**src/inc/jlp_pkg.sv**
```systemverilog
// Shared constants and carriers for the link parameter register bank.
// Assumes every user writes package::name; nothing is imported.
package jlp_pkg;

   // Serial port framing: 16-bit instruction then one data byte.
   localparam int ADDR_W      = 15;
   localparam int DATA_W      = 8;
   localparam int INSTR_BITS  = 16;
   localparam int CNT_W       = 4;
   localparam int NUM_REGS    = 11;

   // Register indices into the bank.
   localparam int IDX_LANE    = 0;
   localparam int IDX_OPF     = 1;
   localparam int IDX_KFR     = 2;
   localparam int IDX_CONV    = 3;
   localparam int IDX_RES     = 4;
   localparam int IDX_SUBC    = 5;
   localparam int IDX_VERS    = 6;
   localparam int IDX_DENS    = 7;
   localparam int IDX_DESKEW  = 8;
   localparam int IDX_OPF_PL  = 9;
   localparam int IDX_LANE_EN = 10;

   // Register byte addresses.
   localparam logic [ADDR_W-1:0] ADDR_LANE_COUNT_SCRAMBLE_CFG     = 15'h0453;
   localparam logic [ADDR_W-1:0] ADDR_OCTETS_PER_FRAME_MINUS1     = 15'h0454;
   localparam logic [ADDR_W-1:0] ADDR_FRAMES_PER_MULTIFRAME_CFG   = 15'h0455;
   localparam logic [ADDR_W-1:0] ADDR_CONVERTER_COUNT_CFG         = 15'h0456;
   localparam logic [ADDR_W-1:0] ADDR_CONTROL_BITS_RESOLUTION_CFG = 15'h0457;
   localparam logic [ADDR_W-1:0] ADDR_SUBCLASS_SAMPLE_WIDTH_CFG   = 15'h0458;
   localparam logic [ADDR_W-1:0] ADDR_VERSION_SAMPLES_CFG         = 15'h0459;
   localparam logic [ADDR_W-1:0] ADDR_DENSITY_CONTROL_WORDS_CFG   = 15'h045A;
   localparam logic [ADDR_W-1:0] ADDR_LANE_DESKEW_MASK            = 15'h046C;
   localparam logic [ADDR_W-1:0] ADDR_OCTETS_PER_FRAME_PLAIN      = 15'h0476;
   localparam logic [ADDR_W-1:0] ADDR_LANE_ENABLE_MASK            = 15'h047D;

   localparam logic [ADDR_W-1:0] REG_ADDR [NUM_REGS] = '{
      ADDR_LANE_COUNT_SCRAMBLE_CFG, ADDR_OCTETS_PER_FRAME_MINUS1,
      ADDR_FRAMES_PER_MULTIFRAME_CFG, ADDR_CONVERTER_COUNT_CFG,
      ADDR_CONTROL_BITS_RESOLUTION_CFG, ADDR_SUBCLASS_SAMPLE_WIDTH_CFG,
      ADDR_VERSION_SAMPLES_CFG, ADDR_DENSITY_CONTROL_WORDS_CFG,
      ADDR_LANE_DESKEW_MASK, ADDR_OCTETS_PER_FRAME_PLAIN, ADDR_LANE_ENABLE_MASK};

   // Reset contents: one lane, two octets, one converter, a consistent set.
   localparam logic [DATA_W-1:0] REG_RESET [NUM_REGS] = '{
      8'h00, 8'h01, 8'h1F, 8'h00, 8'h0F, 8'h0F, 8'h20, 8'h00, 8'h01, 8'h02, 8'h01};

   // Field positions.
   localparam int SCR_BIT   = 7;
   localparam int CNT_MSB   = 4;
   localparam int CNT_LSB   = 0;
   localparam int TOP_MSB   = 7;
   localparam int SUB_LSB   = 5;
   localparam int CS_LSB    = 6;
   localparam int HD_BIT    = 7;

   // Values that software must program, and legal codes.
   localparam logic [4:0] FIELD_16BIT = 5'h0F;
   localparam logic [4:0] CW_NONE     = 5'h00;
   localparam logic [1:0] CS_NONE     = 2'h0;
   localparam logic [2:0] SUBCLASS_0  = 3'h0;
   localparam logic [2:0] SUBCLASS_1  = 3'h1;
   localparam logic [2:0] VERSION_B   = 3'h1;
   localparam logic [4:0] K_32_CODE   = 5'h1F;
   localparam logic [4:0] L_TWO_CODE  = 5'h01;
   localparam logic [7:0] M_ONE_CODE  = 8'h00;

   // Serial phases.
   typedef enum logic [1:0] {
      SP_INSTR = 2'b00,
      SP_DATA  = 2'b01,
      SP_DONE  = 2'b10
   } jlp_phase_e;

   // Register access request from the serial port.
   typedef struct packed {
      logic              wr;
      logic              rd;
      logic [ADDR_W-1:0] addr;
      logic [DATA_W-1:0] wdata;
   } jlp_req_s;

   // Decoded link parameters, counts as true counts, flags and masks as stored.
   typedef struct packed {
      logic       descramble_en;
      logic [5:0] lanes;
      logic [8:0] octets;
      logic [5:0] frames;
      logic [8:0] converters;
      logic       subclass1;
      logic [5:0] samples;
      logic       high_density;
      logic [7:0] deskew_mask;
      logic [7:0] lane_enable;
   } jlp_link_cfg_s;

   // Consistency flags, high when software broke a programming convention.
   typedef struct packed {
      logic plain_f_mismatch;
      logic ctrl_bits_set;
      logic resolution_bad;
      logic np_bad;
      logic version_bad;
      logic ctrl_words_set;
      logic subclass_bad;
      logic k_illegal;
   } jlp_check_s;

endpackage

```
**src/rtl/jlp_link_param_regs.sv**
```systemverilog
// Link parameter register bank for the serial-lane receiver, with decoded outputs.
// Assumes the deframer consumes link_cfg_out and that software writes the bank over the serial port.
//
// Operation
// RULE_01 - Lane-configuration bit 7 high turns descrambling on, low turns it off.
// RULE_02 - Lane-configuration bits 4..0 hold lane count minus one.
// RULE_03 - Coded frame-size register holds octets per frame minus one.
// RULE_04 - Software also writes octets per frame uncoded into the plain frame-size register.
// RULE_05 - Multiframe bits 4..0 hold frames minus one; one converter two lanes needs 32.
// RULE_06 - Converter-count register holds converters per link minus one.
// RULE_07 - Software writes zero control bits per sample in resolution bits 7..6.
// RULE_08 - Software programs resolution bits 4..0 to sixteen-bit resolution.
// RULE_09 - Subclass bits 7..5 select subclass 0 or subclass 1 operation.
// RULE_10 - Software programs subclass bits 4..0 for sixteen total bits per sample.
// RULE_11 - Software sets version bits 7..5 to declare the link version.
// RULE_12 - Version bits 4..0 hold samples per converter per frame minus one.
// RULE_13 - Density bit 7 enables high-density mapping where samples may span lanes.
// RULE_14 - Software writes zero control words per frame into density bits 4..0.
// RULE_15 - Each set bit of the deskew mask includes that lane in deskew.
// RULE_16 - Each set bit of the lane-enable mask activates that lane.
`timescale 1ns/10ps
module jlp_link_param_regs
(
   // Clock and reset.
   input  wire logic            ref_clk_in,
   input  wire logic            rst_n_in,
   // Serial register port pins.
   input  wire logic            sclk_in,
   input  wire logic            csb_n_in,
   input  wire logic            sdi_in,
   output logic                 sdo_out,
   output logic                 sdo_oe_out,
   // Decoded link parameters and consistency flags.
   output jlp_pkg::jlp_link_cfg_s link_cfg_out,
   output jlp_pkg::jlp_check_s    cfg_check_out
);
   jlp_pkg::jlp_req_s           req;
   logic [jlp_pkg::DATA_W-1:0]  regs      [jlp_pkg::NUM_REGS];
   logic [jlp_pkg::DATA_W-1:0]  next_regs [jlp_pkg::NUM_REGS];
   logic [jlp_pkg::NUM_REGS-1:0] hit;
   logic [jlp_pkg::DATA_W-1:0]  rd_data, next_rd_data;
   logic                        rd_valid;
   jlp_pkg::jlp_link_cfg_s      cfg, next_cfg;
   jlp_pkg::jlp_check_s         chk, next_chk;

   // Serial framing lives in its own module.
   jlp_spi_port u_spi
   (
      .ref_clk_in  (ref_clk_in),
      .rst_n_in    (rst_n_in),
      .sclk_in     (sclk_in),
      .csb_n_in    (csb_n_in),
      .sdi_in      (sdi_in),
      .sdo_out     (sdo_out),
      .sdo_oe_out  (sdo_oe_out),
      .req_out     (req),
      .rd_valid_in (rd_valid),
      .rd_data_in  (rd_data)
   );

   // Per-entry address match and write; unmapped addresses hit nothing.
   genvar gi;
   generate
      for (gi = 0; gi < jlp_pkg::NUM_REGS; gi++)
      begin : g_reg
         assign hit[gi] = (req.addr == jlp_pkg::REG_ADDR[gi]);
         always_comb
         begin
            next_regs[gi] = regs[gi];
            if (req.wr && hit[gi])
               next_regs[gi] = req.wdata;
         end
         always_ff @(posedge ref_clk_in or negedge rst_n_in)
         begin
            if (!rst_n_in)
               regs[gi] <= jlp_pkg::REG_RESET[gi];
            else
               regs[gi] <= next_regs[gi];
         end
      end
   endgenerate

   // Readback; an unmapped address reads as zero rather than stale data.
   always_comb
   begin
      next_rd_data = rd_data;
      if (req.rd)
      begin
         next_rd_data = '0;
         for (int i = 0; i < jlp_pkg::NUM_REGS; i++)
            if (hit[i])
               next_rd_data = regs[i];
      end
   end

   always_ff @(posedge ref_clk_in or negedge rst_n_in)
   begin
      if (!rst_n_in)
      begin
         rd_data  <= '0;
         rd_valid <= 1'b0;
      end
      else
      begin
         rd_data  <= next_rd_data;
         rd_valid <= req.rd;
      end
   end

   // Decode the link fields for the deframer, counts as true counts, flags and masks as stored.
   always_comb
   begin
      next_cfg.descramble_en = regs[jlp_pkg::IDX_LANE][jlp_pkg::SCR_BIT];                          // see RULE_01
      next_cfg.lanes         = 6'(regs[jlp_pkg::IDX_LANE][jlp_pkg::CNT_MSB:jlp_pkg::CNT_LSB]) + 6'h01; // see RULE_02
      next_cfg.octets        = 9'(regs[jlp_pkg::IDX_OPF]) + 9'h001;                                 // see RULE_03
      next_cfg.frames        = 6'(regs[jlp_pkg::IDX_KFR][jlp_pkg::CNT_MSB:jlp_pkg::CNT_LSB]) + 6'h01;  // see RULE_05
      next_cfg.converters    = 9'(regs[jlp_pkg::IDX_CONV]) + 9'h001;                                // see RULE_06
      next_cfg.subclass1     = (regs[jlp_pkg::IDX_SUBC][jlp_pkg::TOP_MSB:jlp_pkg::SUB_LSB]
                                == jlp_pkg::SUBCLASS_1);                                           // see RULE_09
      next_cfg.samples       = 6'(regs[jlp_pkg::IDX_VERS][jlp_pkg::CNT_MSB:jlp_pkg::CNT_LSB]) + 6'h01; // see RULE_12
      next_cfg.high_density  = regs[jlp_pkg::IDX_DENS][jlp_pkg::HD_BIT];                           // see RULE_13
      next_cfg.deskew_mask   = regs[jlp_pkg::IDX_DESKEW];                                           // see RULE_15
      next_cfg.lane_enable   = regs[jlp_pkg::IDX_LANE_EN];                                          // see RULE_16
   end

   // Flag software settings that break the fixed conventions; the deframer may hold off on them.
   always_comb
   begin
      next_chk.plain_f_mismatch = (9'(regs[jlp_pkg::IDX_OPF_PL])
                                   != 9'(regs[jlp_pkg::IDX_OPF]) + 9'h001);                        // see RULE_04
      next_chk.ctrl_bits_set    = (regs[jlp_pkg::IDX_RES][jlp_pkg::TOP_MSB:jlp_pkg::CS_LSB]
                                   != jlp_pkg::CS_NONE);                                           // see RULE_07
      next_chk.resolution_bad   = (regs[jlp_pkg::IDX_RES][jlp_pkg::CNT_MSB:jlp_pkg::CNT_LSB]
                                   != jlp_pkg::FIELD_16BIT);                                       // see RULE_08
      next_chk.np_bad           = (regs[jlp_pkg::IDX_SUBC][jlp_pkg::CNT_MSB:jlp_pkg::CNT_LSB]
                                   != jlp_pkg::FIELD_16BIT);                                       // see RULE_10
      next_chk.version_bad      = (regs[jlp_pkg::IDX_VERS][jlp_pkg::TOP_MSB:jlp_pkg::SUB_LSB]
                                   != jlp_pkg::VERSION_B);                                         // see RULE_11
      next_chk.ctrl_words_set   = (regs[jlp_pkg::IDX_DENS][jlp_pkg::CNT_MSB:jlp_pkg::CNT_LSB]
                                   != jlp_pkg::CW_NONE);                                           // see RULE_14
      next_chk.subclass_bad     = (regs[jlp_pkg::IDX_SUBC][jlp_pkg::TOP_MSB:jlp_pkg::SUB_LSB]
                                   != jlp_pkg::SUBCLASS_0)
                                  && !next_cfg.subclass1;                                          // see RULE_09
      // One converter on two lanes only works with 32-frame multiframes.
      next_chk.k_illegal        = (regs[jlp_pkg::IDX_CONV] == jlp_pkg::M_ONE_CODE)
                                  && (regs[jlp_pkg::IDX_LANE][jlp_pkg::CNT_MSB:jlp_pkg::CNT_LSB]
                                      == jlp_pkg::L_TWO_CODE)
                                  && (regs[jlp_pkg::IDX_KFR][jlp_pkg::CNT_MSB:jlp_pkg::CNT_LSB]
                                      != jlp_pkg::K_32_CODE);                                      // see RULE_05
   end

   // Output registers keep the deframer's view glitch-free.
   always_ff @(posedge ref_clk_in or negedge rst_n_in)
   begin
      if (!rst_n_in)
      begin
         cfg <= '0;
         chk <= '0;
      end
      else
      begin
         cfg <= next_cfg;
         chk <= next_chk;
      end
   end

   assign link_cfg_out  = cfg;
   assign cfg_check_out = chk;
endmodule

```
**src/rtl/jlp_spi_port.sv**
```systemverilog
// Serial register port: synchronises the pins and frames instruction and data.
// Assumes the serial clock runs at most one eighth of ref_clk_in, mode 0, MSB first.
`timescale 1ns/10ps
module jlp_spi_port
(
   // Clock and reset.
   input  wire logic                        ref_clk_in,
   input  wire logic                        rst_n_in,
   // Serial pins.
   input  wire logic                        sclk_in,
   input  wire logic                        csb_n_in,
   input  wire logic                        sdi_in,
   output logic                             sdo_out,
   output logic                             sdo_oe_out,
   // Register side.
   output jlp_pkg::jlp_req_s                req_out,
   input  wire logic                        rd_valid_in,
   input  wire logic [jlp_pkg::DATA_W-1:0]  rd_data_in
);
   logic [2:0]                  sclk_q;
   logic [1:0]                  csb_q;
   logic [1:0]                  sdi_q;
   jlp_pkg::jlp_phase_e         phase, next_phase;
   logic [jlp_pkg::CNT_W-1:0]   cnt, next_cnt;
   logic [jlp_pkg::INSTR_BITS-1:0] shreg, next_shreg;
   logic                        is_read, next_is_read;
   logic [jlp_pkg::DATA_W-1:0]  out_sh, next_out_sh;
   logic                        sdo, next_sdo;
   jlp_pkg::jlp_req_s           req, next_req;
   logic                        rise, fall, active;

   // Pin synchronisers; only the second stage onward is looked at.
   always_ff @(posedge ref_clk_in or negedge rst_n_in)
   begin
      if (!rst_n_in)
      begin
         sclk_q <= 3'h0;
         csb_q  <= 2'h3;
         sdi_q  <= 2'h0;
      end
      else
      begin
         sclk_q <= {sclk_q[1:0], sclk_in};
         csb_q  <= {csb_q[0], csb_n_in};
         sdi_q  <= {sdi_q[0], sdi_in};
      end
   end

   assign rise   = sclk_q[1] & ~sclk_q[2];
   assign fall   = ~sclk_q[1] & sclk_q[2];
   assign active = ~csb_q[1];

   // Framing: bits are taken on rising edges, read data leaves on falling ones.
   always_comb
   begin
      next_phase   = phase;
      next_cnt     = cnt;
      next_shreg   = shreg;
      next_is_read = is_read;
      next_out_sh  = out_sh;
      next_sdo     = sdo;
      next_req     = req;
      next_req.wr  = 1'b0;
      next_req.rd  = 1'b0;
      if (!active)
      begin
         next_phase   = jlp_pkg::SP_INSTR;
         next_cnt     = '0;
         next_is_read = 1'b0;
      end
      else if (rise)
      begin
         next_shreg = {shreg[jlp_pkg::INSTR_BITS-2:0], sdi_q[1]};
         next_cnt   = cnt + 1'b1;
         case (phase)
            jlp_pkg::SP_INSTR:
               if (cnt == jlp_pkg::CNT_W'(jlp_pkg::INSTR_BITS - 1))
               begin
                  next_phase    = jlp_pkg::SP_DATA;
                  next_cnt      = '0;
                  next_is_read  = shreg[jlp_pkg::INSTR_BITS-2];
                  next_req.addr = {shreg[jlp_pkg::ADDR_W-2:0], sdi_q[1]};
                  next_req.rd   = shreg[jlp_pkg::INSTR_BITS-2];
               end
            jlp_pkg::SP_DATA:
               if (cnt == jlp_pkg::CNT_W'(jlp_pkg::DATA_W - 1))
               begin
                  next_phase     = jlp_pkg::SP_DONE;
                  next_req.wr    = ~is_read;
                  next_req.wdata = {shreg[jlp_pkg::DATA_W-2:0], sdi_q[1]};
               end
            jlp_pkg::SP_DONE:
               next_phase = jlp_pkg::SP_DONE;
            default:
               next_phase = jlp_pkg::SP_INSTR;
         endcase
      end
      else if (fall && is_read && phase == jlp_pkg::SP_DATA)
      begin
         next_sdo    = out_sh[jlp_pkg::DATA_W-1];
         next_out_sh = {out_sh[jlp_pkg::DATA_W-2:0], 1'b0};
      end
      // The register answer lands long before the next falling edge.
      if (rd_valid_in)
         next_out_sh = rd_data_in;
   end

   // State registers.
   always_ff @(posedge ref_clk_in or negedge rst_n_in)
   begin
      if (!rst_n_in)
      begin
         phase   <= jlp_pkg::SP_INSTR;
         cnt     <= '0;
         shreg   <= '0;
         is_read <= 1'b0;
         out_sh  <= '0;
         sdo     <= 1'b0;
         req     <= '0;
      end
      else
      begin
         phase   <= next_phase;
         cnt     <= next_cnt;
         shreg   <= next_shreg;
         is_read <= next_is_read;
         out_sh  <= next_out_sh;
         sdo     <= next_sdo;
         req     <= next_req;
      end
   end

   assign req_out    = req;
   assign sdo_out    = sdo;
   assign sdo_oe_out = active & is_read & (phase != jlp_pkg::SP_INSTR);

endmodule

```
**config.mk**
```make
export PLATFORM = sky130hd
export DESIGN_NAME = jlp_link_param_regs
export DESIGN_NICKNAME = d
export VERILOG_FILES = /design/src/inc/jlp_pkg.sv /design/src/rtl/jlp_link_param_regs.sv /design/src/rtl/jlp_spi_port.sv
export SDC_FILE = /design/constraint.sdc
export NUM_CORES = 1
export LEC_CHECK = 0
export ABC_AREA = 1
export BUFFER_PORTS_ARGS = -buffer_cell sky130_fd_sc_hd__buf_2
export CORE_UTILIZATION = 50
export CTS_BUF_LIST = sky130_fd_sc_hd__clkbuf_8
export DETAILED_ROUTE_END_ITERATION = 7
export PLACE_DENSITY = 0.7
export SETUP_SLACK_MARGIN = 0.5
export SYNTH_ARGS = -nofsm -noshare
export SYNTH_HDL_FRONTEND = slang
export SYNTH_SLANG_ARGS = --single-unit
```
**constraint.sdc**
```tcl
create_clock -name ref_clk_in -period 3.1 [get_ports ref_clk_in]
set_input_delay 0.465 -clock ref_clk_in [delete_from_list [all_inputs] [get_ports ref_clk_in]]
set_output_delay 0.465 -clock ref_clk_in [all_outputs]
set_load 0.1 [all_outputs]
```
==> flow_summary.yaml, run 1 <==
outcome:
  status: "complete, but fails checks"
  violations: "DRC"
critical_path:
  path_cells: "clkinv_1 -> nand2_1 -> nor2_1 -> buf_2"
  crit_type: "reg -> out"
  crit_fanout: 9
  crit_family: "flip-flops"
  crit_required_ns: 2.63
  crit_buf_inv: 2
  worst_setup_path_start_kind: "flop"
  slowest_delay_ns: 0.55
  crit-reg2reg-launch: "u_spi.req_out[21]$_DFFE_PN0P_"
  end_kind: "output port"
  slowest_stage: "dfstp_2"
  startpoint: "u_spi.csb_q[1]$_DFF_PN1_"
  crit_arrival_ns: 1.79
final_layout:
  syn_to_final_growth_pct: 13.89
  antenna_cells: 0
  seq_area_mm2: 0.005605
  fin_nets: 1091
  fill_cells: 1583
  multi_input_area_mm2: 0.003172
  drive_gt1_frac: 0.1978
route:
  viasPerCell: 5.161
  wirelength_um: 19980
  first_pass_iters: 8
  wl_per_cell_um: 15.01
  ant_nets: 0
  drc: 6
  vias: 6869
  drt-initial-drc-count: 548
grt:
  grt_pass1_vias: 6456
  grt_pass1_wl_um: 33110
  grtUsageTotal: 0.2188
  antenna_found_initial: 0
  grt_max_degree: 97
  grt_overflow: 0
sta:
  fmax_mhz: 443.6
  min_period_ns: 2.254
  finalCritPeriodShare: 0.7272
  relSlewSlack: 0.5022
  finalMaxSlewViolations: 0
  setup_viol: 0
  rsz0062_at_grt: "no"
  finalHoldViolCount: 0
  fin_skew_ns: 0.02330
  worst_slew_pin_slew_ns: 0.7468
  whs_ns: 0.03539
  fin_setup_tns_ns: 0
synthesis:
  ys_types: 41
  async_flop_share: 1.000
  syn_avg_cell_area_um2: 9.442
  synthesis.nets: 1007
  synth_ff_type: "dfrtp_1"
  seq_area_frac_synth: 0.5997
  synth_top_cell_by_area: "dfrtp_1"
  synth_area_leaders: "dfrtp_1 (54%), nand2_1 (9.9%), dfstp_2 (5.6%), o21ai_0 (4.8%), inv_1 (3.8%)"
  synth.most_common_cell: "nand2_1"
  netlist_area_mm2: 0.009348
  yosys_warnings: 0
  synth_top_cell_area_share: 0.5434
  synth_enable_flop_cells: 0
  ys_seq_elements: 223
  synthTopCellsByCount: "nand2_1 (246), dfrtp_1 (203), inv_1 (95)"
  netlist_instances: 990
clock_tree:
  cts_hold_buf: 1
  ctsResizeCount: 0
  clkSlewWorstSetupHoldPaths_ns: 0.06
  post_cts_buffers: 0
  cts_tree: "done"
  htreeDepth: 2
  cts_max_path_buffers: 3
  cts_num_sinks: 223
  cts_buffers: 37
  cts-root-buf: "clkbuf_8"
  clk_latency_ns: 0.54
floorplan:
  row_count: 49
  floorplan.initialDensity: 0.5151
  dieArea_mm2: 0.01925
  die_w_um: 138.7
  coreArea_mm2: 0.01815
  die_h_um: 138.7
  pin_count: 70
run:
  max_cap_violations: 0
power_and_ir_drop:
  leakage_nw: 5.075
  vdd_drop_max_mv: 0.3414
  p_per_area_mw_per_mm2: 532.0
place:
  hpwl_um: 13590
  place_congestion: 0.8830
  port_buffers: 69
min_path:
  hp-start: "csb_n_in"
  hold_class: "in -> reg"
==> report_power, final <==
part	internal [W]	switching, W
registers	0.00296	0.0000224
clock network	0.00135	0.00116
logic	0.0000497	0.000127
==> area by class of cell <==
type	count	area share
timing repair buffer	79	0.04184
sequential	223	0.5265
tap	229	0.02691
multi-input combinational	626	0.2979
inverter	107	0.03784
clock buffer	46	0.05947
clock inverter	21	0.009519
==> worst paths after layout <==
path	endpoint	slack, ns	cells after the start
max reg2reg	regs[52]$_DFFE_PN0P_	1.02	8
min reg2reg	u_spi.sdi_q[1]$_DFF_PN0_	0.34	0
max in group asynchronous	regs[42]$_DFFE_PN1P_	1.69	3
min in group asynchronous	link_cfg_out[50]$_DFF_PN0_	0.51	2
min	u_spi.csb_q[0]$_DFF_PN1_	0.04	1
max	sdo_oe_out	0.85	4
==> per-stage QoR <==
stage                     setup WS, ns  power [W]  instances  cell area [um2]    util
after floorplan                 0.7496   0.003116        990             9348       -
after global placement           1.120   0.003205       1263             9902  0.5456
after detailed placement         1.057   0.003210       1263             9902  0.5456
after CTS                       0.8238   0.005733       1331            10650  0.5867
after global routing            0.7357   0.005906       1331            10650  0.5867
final                           0.8456   0.005664       1331            10650  0.5867
==> cells in the final DEF (no fill, tap or decap), types with 9 or more instances in the layout <==
cell type,count
o21ai_0,90
dfstp_2,20
clkbuf_8,46
nor2_1,55
nand4_1,19
o21ai_1,45
ha_1,12
inv_1,106
nand3_1,57
nor2_2,10
inv_2,9
buf_2,68
nand2_1,246
xor2_1,19
dfrtp_1,203
==> registers in the layout, indices dropped and copies added (netlist names) <==
register / cells
u_spi.sdi_q: 2
u_spi.shreg: 15
u_spi.is_read: 1
rd_valid: 1
u_spi.sclk_q: 3
next_cfg: 18
u_spi.phase: 2
u_spi.req_out: 25
cfg_check_out: 8
link_cfg_out: 55
regs: 70
rd_data: 8
u_spi.cnt: 4
u_spi.csb_q: 2
u_spi.sdo_out: 1
u_spi.out_sh: 8
==> routing by layer <==
metal / wire length [um] / GRT usage / up-vias
met5: 0 / 0 / -
met4: 478 / 0.07544 / 0
met3: 1105 / 0.04489 / 36
met2: 9378 / 0.3478 / 195
met1: 9014 / 0.3011 / 3273
li1: - / - / 3365
==> cell families (layout without fill, tap and decap cells) <==
logic type | count (synthesis) | after routing | synth area share
AND/OR/NAND/NOR | 435 | 435 | 0.2126
flip-flops | 223 | 223 | 0.5997
AO/OA/AOI/OAI | 158 | 158 | 0.09102
buffers and inverters | 141 | 253 | 0.06104
XOR/XNOR | 21 | 21 | 0.01968
adder cells (fa/ha/maj) | 12 | 12 | 0.01606
(Power assumes the default switching activity.)
==> run 2, diff against run 1 <==
--- a/config.mk
+++ b/config.mk
@@ -10,7 +10,7 @@
 export CORE_UTILIZATION = 50
 export CTS_BUF_LIST = sky130_fd_sc_hd__clkbuf_8
 export DETAILED_ROUTE_END_ITERATION = 7
-export PLACE_DENSITY = 0.7
+export PLACE_DENSITY = 0.73
 export SETUP_SLACK_MARGIN = 0.5
 export SYNTH_ARGS = -nofsm -noshare
 export SYNTH_HDL_FRONTEND = slang
==> constraint.sdc (replaced) <==
create_clock -name ref_clk_in -period 2 [get_ports ref_clk_in]
set_input_delay 0.3 -clock ref_clk_in [delete_from_list [all_inputs] [get_ports ref_clk_in]]
set_output_delay 0.3 -clock ref_clk_in [all_outputs]
set_load 0.1 [all_outputs]
==> run 2 against run 1 <==
  * The flow still finishes with violations (DRC)
  * Non-clock buffer count grew 60
  * Clock skew rose by 0.0033 ns
  * Utilization rose by 8.8 points
  * Via count is 11% higher
  * Final cell count grew 5.1%
  * Count of clock-buffer cells in the layout shrank 1
  * Design area grew 15%
  * Critical endpoint is now rd_data[5]$_DFFE_PN0P_
==> flow_summary.yaml, run 2 (synthesis gave the netlist of run 1 again) <==
final_layout:
  final_cell_mix: "dfrtp_1 (198), nand2_1 (196), buf_4 (103), inv_1 (96), o21ai_0 (59)"
  largest-register: "regs"
  final_common_cell: "dfrtp_1"
  finish.instance_area_mm2: 0.01225
  multi_input_area_mm2: 0.003919
  syn_to_final_growth_pct: 31.07
  drive_gt1_frac: 0.3496
  antenna_cells: 0
  largest_reg_flops: 70
  seq_area_mm2: 0.005612
  fill_cells: 1380
  fin_nets: 1161
route:
  first_pass_iters: 7
  wl_met2_um: 11840
  drt-initial-drc-count: 693
  maxUsedRoutingLayer: "met4"
  vias: 7595
  wl_per_cell_um: 17.26
  viasPerCell: 5.429
  wirelength_um: 24150
  drc: 16
  ant_nets: 0
  wl_met1_um: 9854
  wl_met3_um: 1667
critical_path:
  crit_fanout: 7
  worst_setup_path_start_kind: "flop"
  end_kind: "flop"
  crit_type: "reg -> reg"
  crit_required_ns: 2.43
  crit_arrival_ns: 2.29
sta:
  finalCritPeriodShare: 0.9286
  worst_slew_pin_slew_ns: 0.7815
  fmax_mhz: 538.5
  min_period_ns: 1.857
  fin_setup_tns_ns: 0
  setup_viol: 0
  finalHoldViolCount: 0
  rsz0062_at_grt: "yes"
  finalMaxSlewViolations: 0
  fin_skew_ns: 0.02663
  relSlewSlack: 0.4784
floorplan:
  floorplan.initialDensity: 0.5151
  dieArea_mm2: 0.01925
  die_h_um: 138.7
  row_count: 49
  die_w_um: 138.7
  pin_count: 70
  coreArea_mm2: 0.01815
clock_tree:
  cts-root-buf: "clkbuf_8"
  cts_buffers: 37
  htreeDepth: 2
  cts_max_path_buffers: 3
  clk_latency_ns: 0.54
  cts_tree: "done"
  clkSlewWorstSetupHoldPaths_ns: 0.07
  cts_num_sinks: 223
grt:
  grt_max_degree: 66
  grt_overflow: 0
  antenna_found_initial: 0
  grtUsageTotal: 0.2448
  grt_pass1_vias: 7115
  grt_pass1_wl_um: 36740
outcome:
  violations: "DRC"
  status: "complete, but fails checks"
min_path:
  hold_class: "in -> async"
power_and_ir_drop:
  p_per_area_mw_per_mm2: 743.3
  leakage_nw: 5.689
  vdd_drop_max_mv: 0.4431
place:
  hpwl_um: 14270
  place_congestion: 0.9286
  dpl-instance-area_mm2: 0.01002
  port_buffers: 69
run:
  max_cap_violations: 0
run 2: metrics by stage:
stage	setup WS [ns]	power (W)	cells	util	hold slack (ns)
finish	0.1429	0.009107	1399	0.6751	0.2155
CTS	0.1953	0.008979	1366	0.6304	0.2090
global placement	0.1450	0.004982	1270	0.5522	0.1732
floorplan	0.3726	0.004839	990	-	0.004409
detailed placement	0.1269	0.004991	1270	0.5522	0.1713
global route	0.05812	0.009475	1399	0.6751	0.2377
run 2: timing repair:
item                                    CTS  global route
hold buffers                              4             0
gates resized for setup                 123           176
hold endpoints to repair                184             0
pin swaps                                20            46
setup buffers                            20            26
gates cloned                              7             7
endpoints found under the setup margin  187           142
run 2: where the power goes:
part / internal (W) / switching (W) / total, W
Sequential: 0.00458 / 0.0000384 / 0.00462
Combinational: 0.000230 / 0.000300 / 0.000531
Clock: 0.00217 / 0.00179 / 0.00395
Total: 0.00698 / 0.00213 / 0.00911
run 2: worst max-delay path: stages, from the launching register on:
cell and delay, ns:
dfrtp_1 0.40, inv_2 0.08, nor2_2 0.05, nand2_4 0.17, clkinv_4 0.12, nand3_1 0.09, nor2_1 0.05, buf_4 0.15
nand2_1 0.06, nand4_1 0.16, nor2_1 0.17, nand4_1 0.11, nand2_1 0.10, nand2_1 0.06
run 2: layer usage:
metal  up-vias  track usage
li1       3535            -
met1      3676       0.3284
met2       315       0.3906
met3        69      0.04800
met4         0       0.1058
met5         -            0
run 2: final cells by class:
class | instances | area share
clock buffers | 45 | 0.05055
flip-flops and latches | 223 | 0.4580
repair buffers | 139 | 0.1039
multi-input cells | 635 | 0.3199
inverters | 107 | 0.03442
clock inverters | 20 | 0.009293
repair inverters | 1 | 0.0006127
well taps | 229 | 0.02339
run 2: path summary, 6_finish.rpt:
| kind | cells past startpoint | slack, ns | startpoint | endpoint |
|---|---|---|---|---|
| setup / recovery | 13 | 0.14 | u_spi.req_out[12]$_DFFE_PN0P_ | rd_data[5]$_DFFE_PN0P_ |
| hold / removal | 2 | 0.22 | rst_n_in | next_cfg[54]$_DFFE_PN0P_ |
| setup reg to reg | 13 | 0.14 | u_spi.req_out[12]$_DFFE_PN0P_ | rd_data[5]$_DFFE_PN0P_ |
| hold reg to reg | 0 | 0.35 | u_spi.sdi_q[0]$_DFF_PN0_ | u_spi.sdi_q[1]$_DFF_PN0_ |
| max in group asynchronous | 3 | 1.07 | rst_n_in | regs[9]$_DFFE_PN1P_ |
| min in group ref_clk_in | 0 | 0.35 | u_spi.sdi_q[0]$_DFF_PN0_ | u_spi.sdi_q[1]$_DFF_PN0_ |
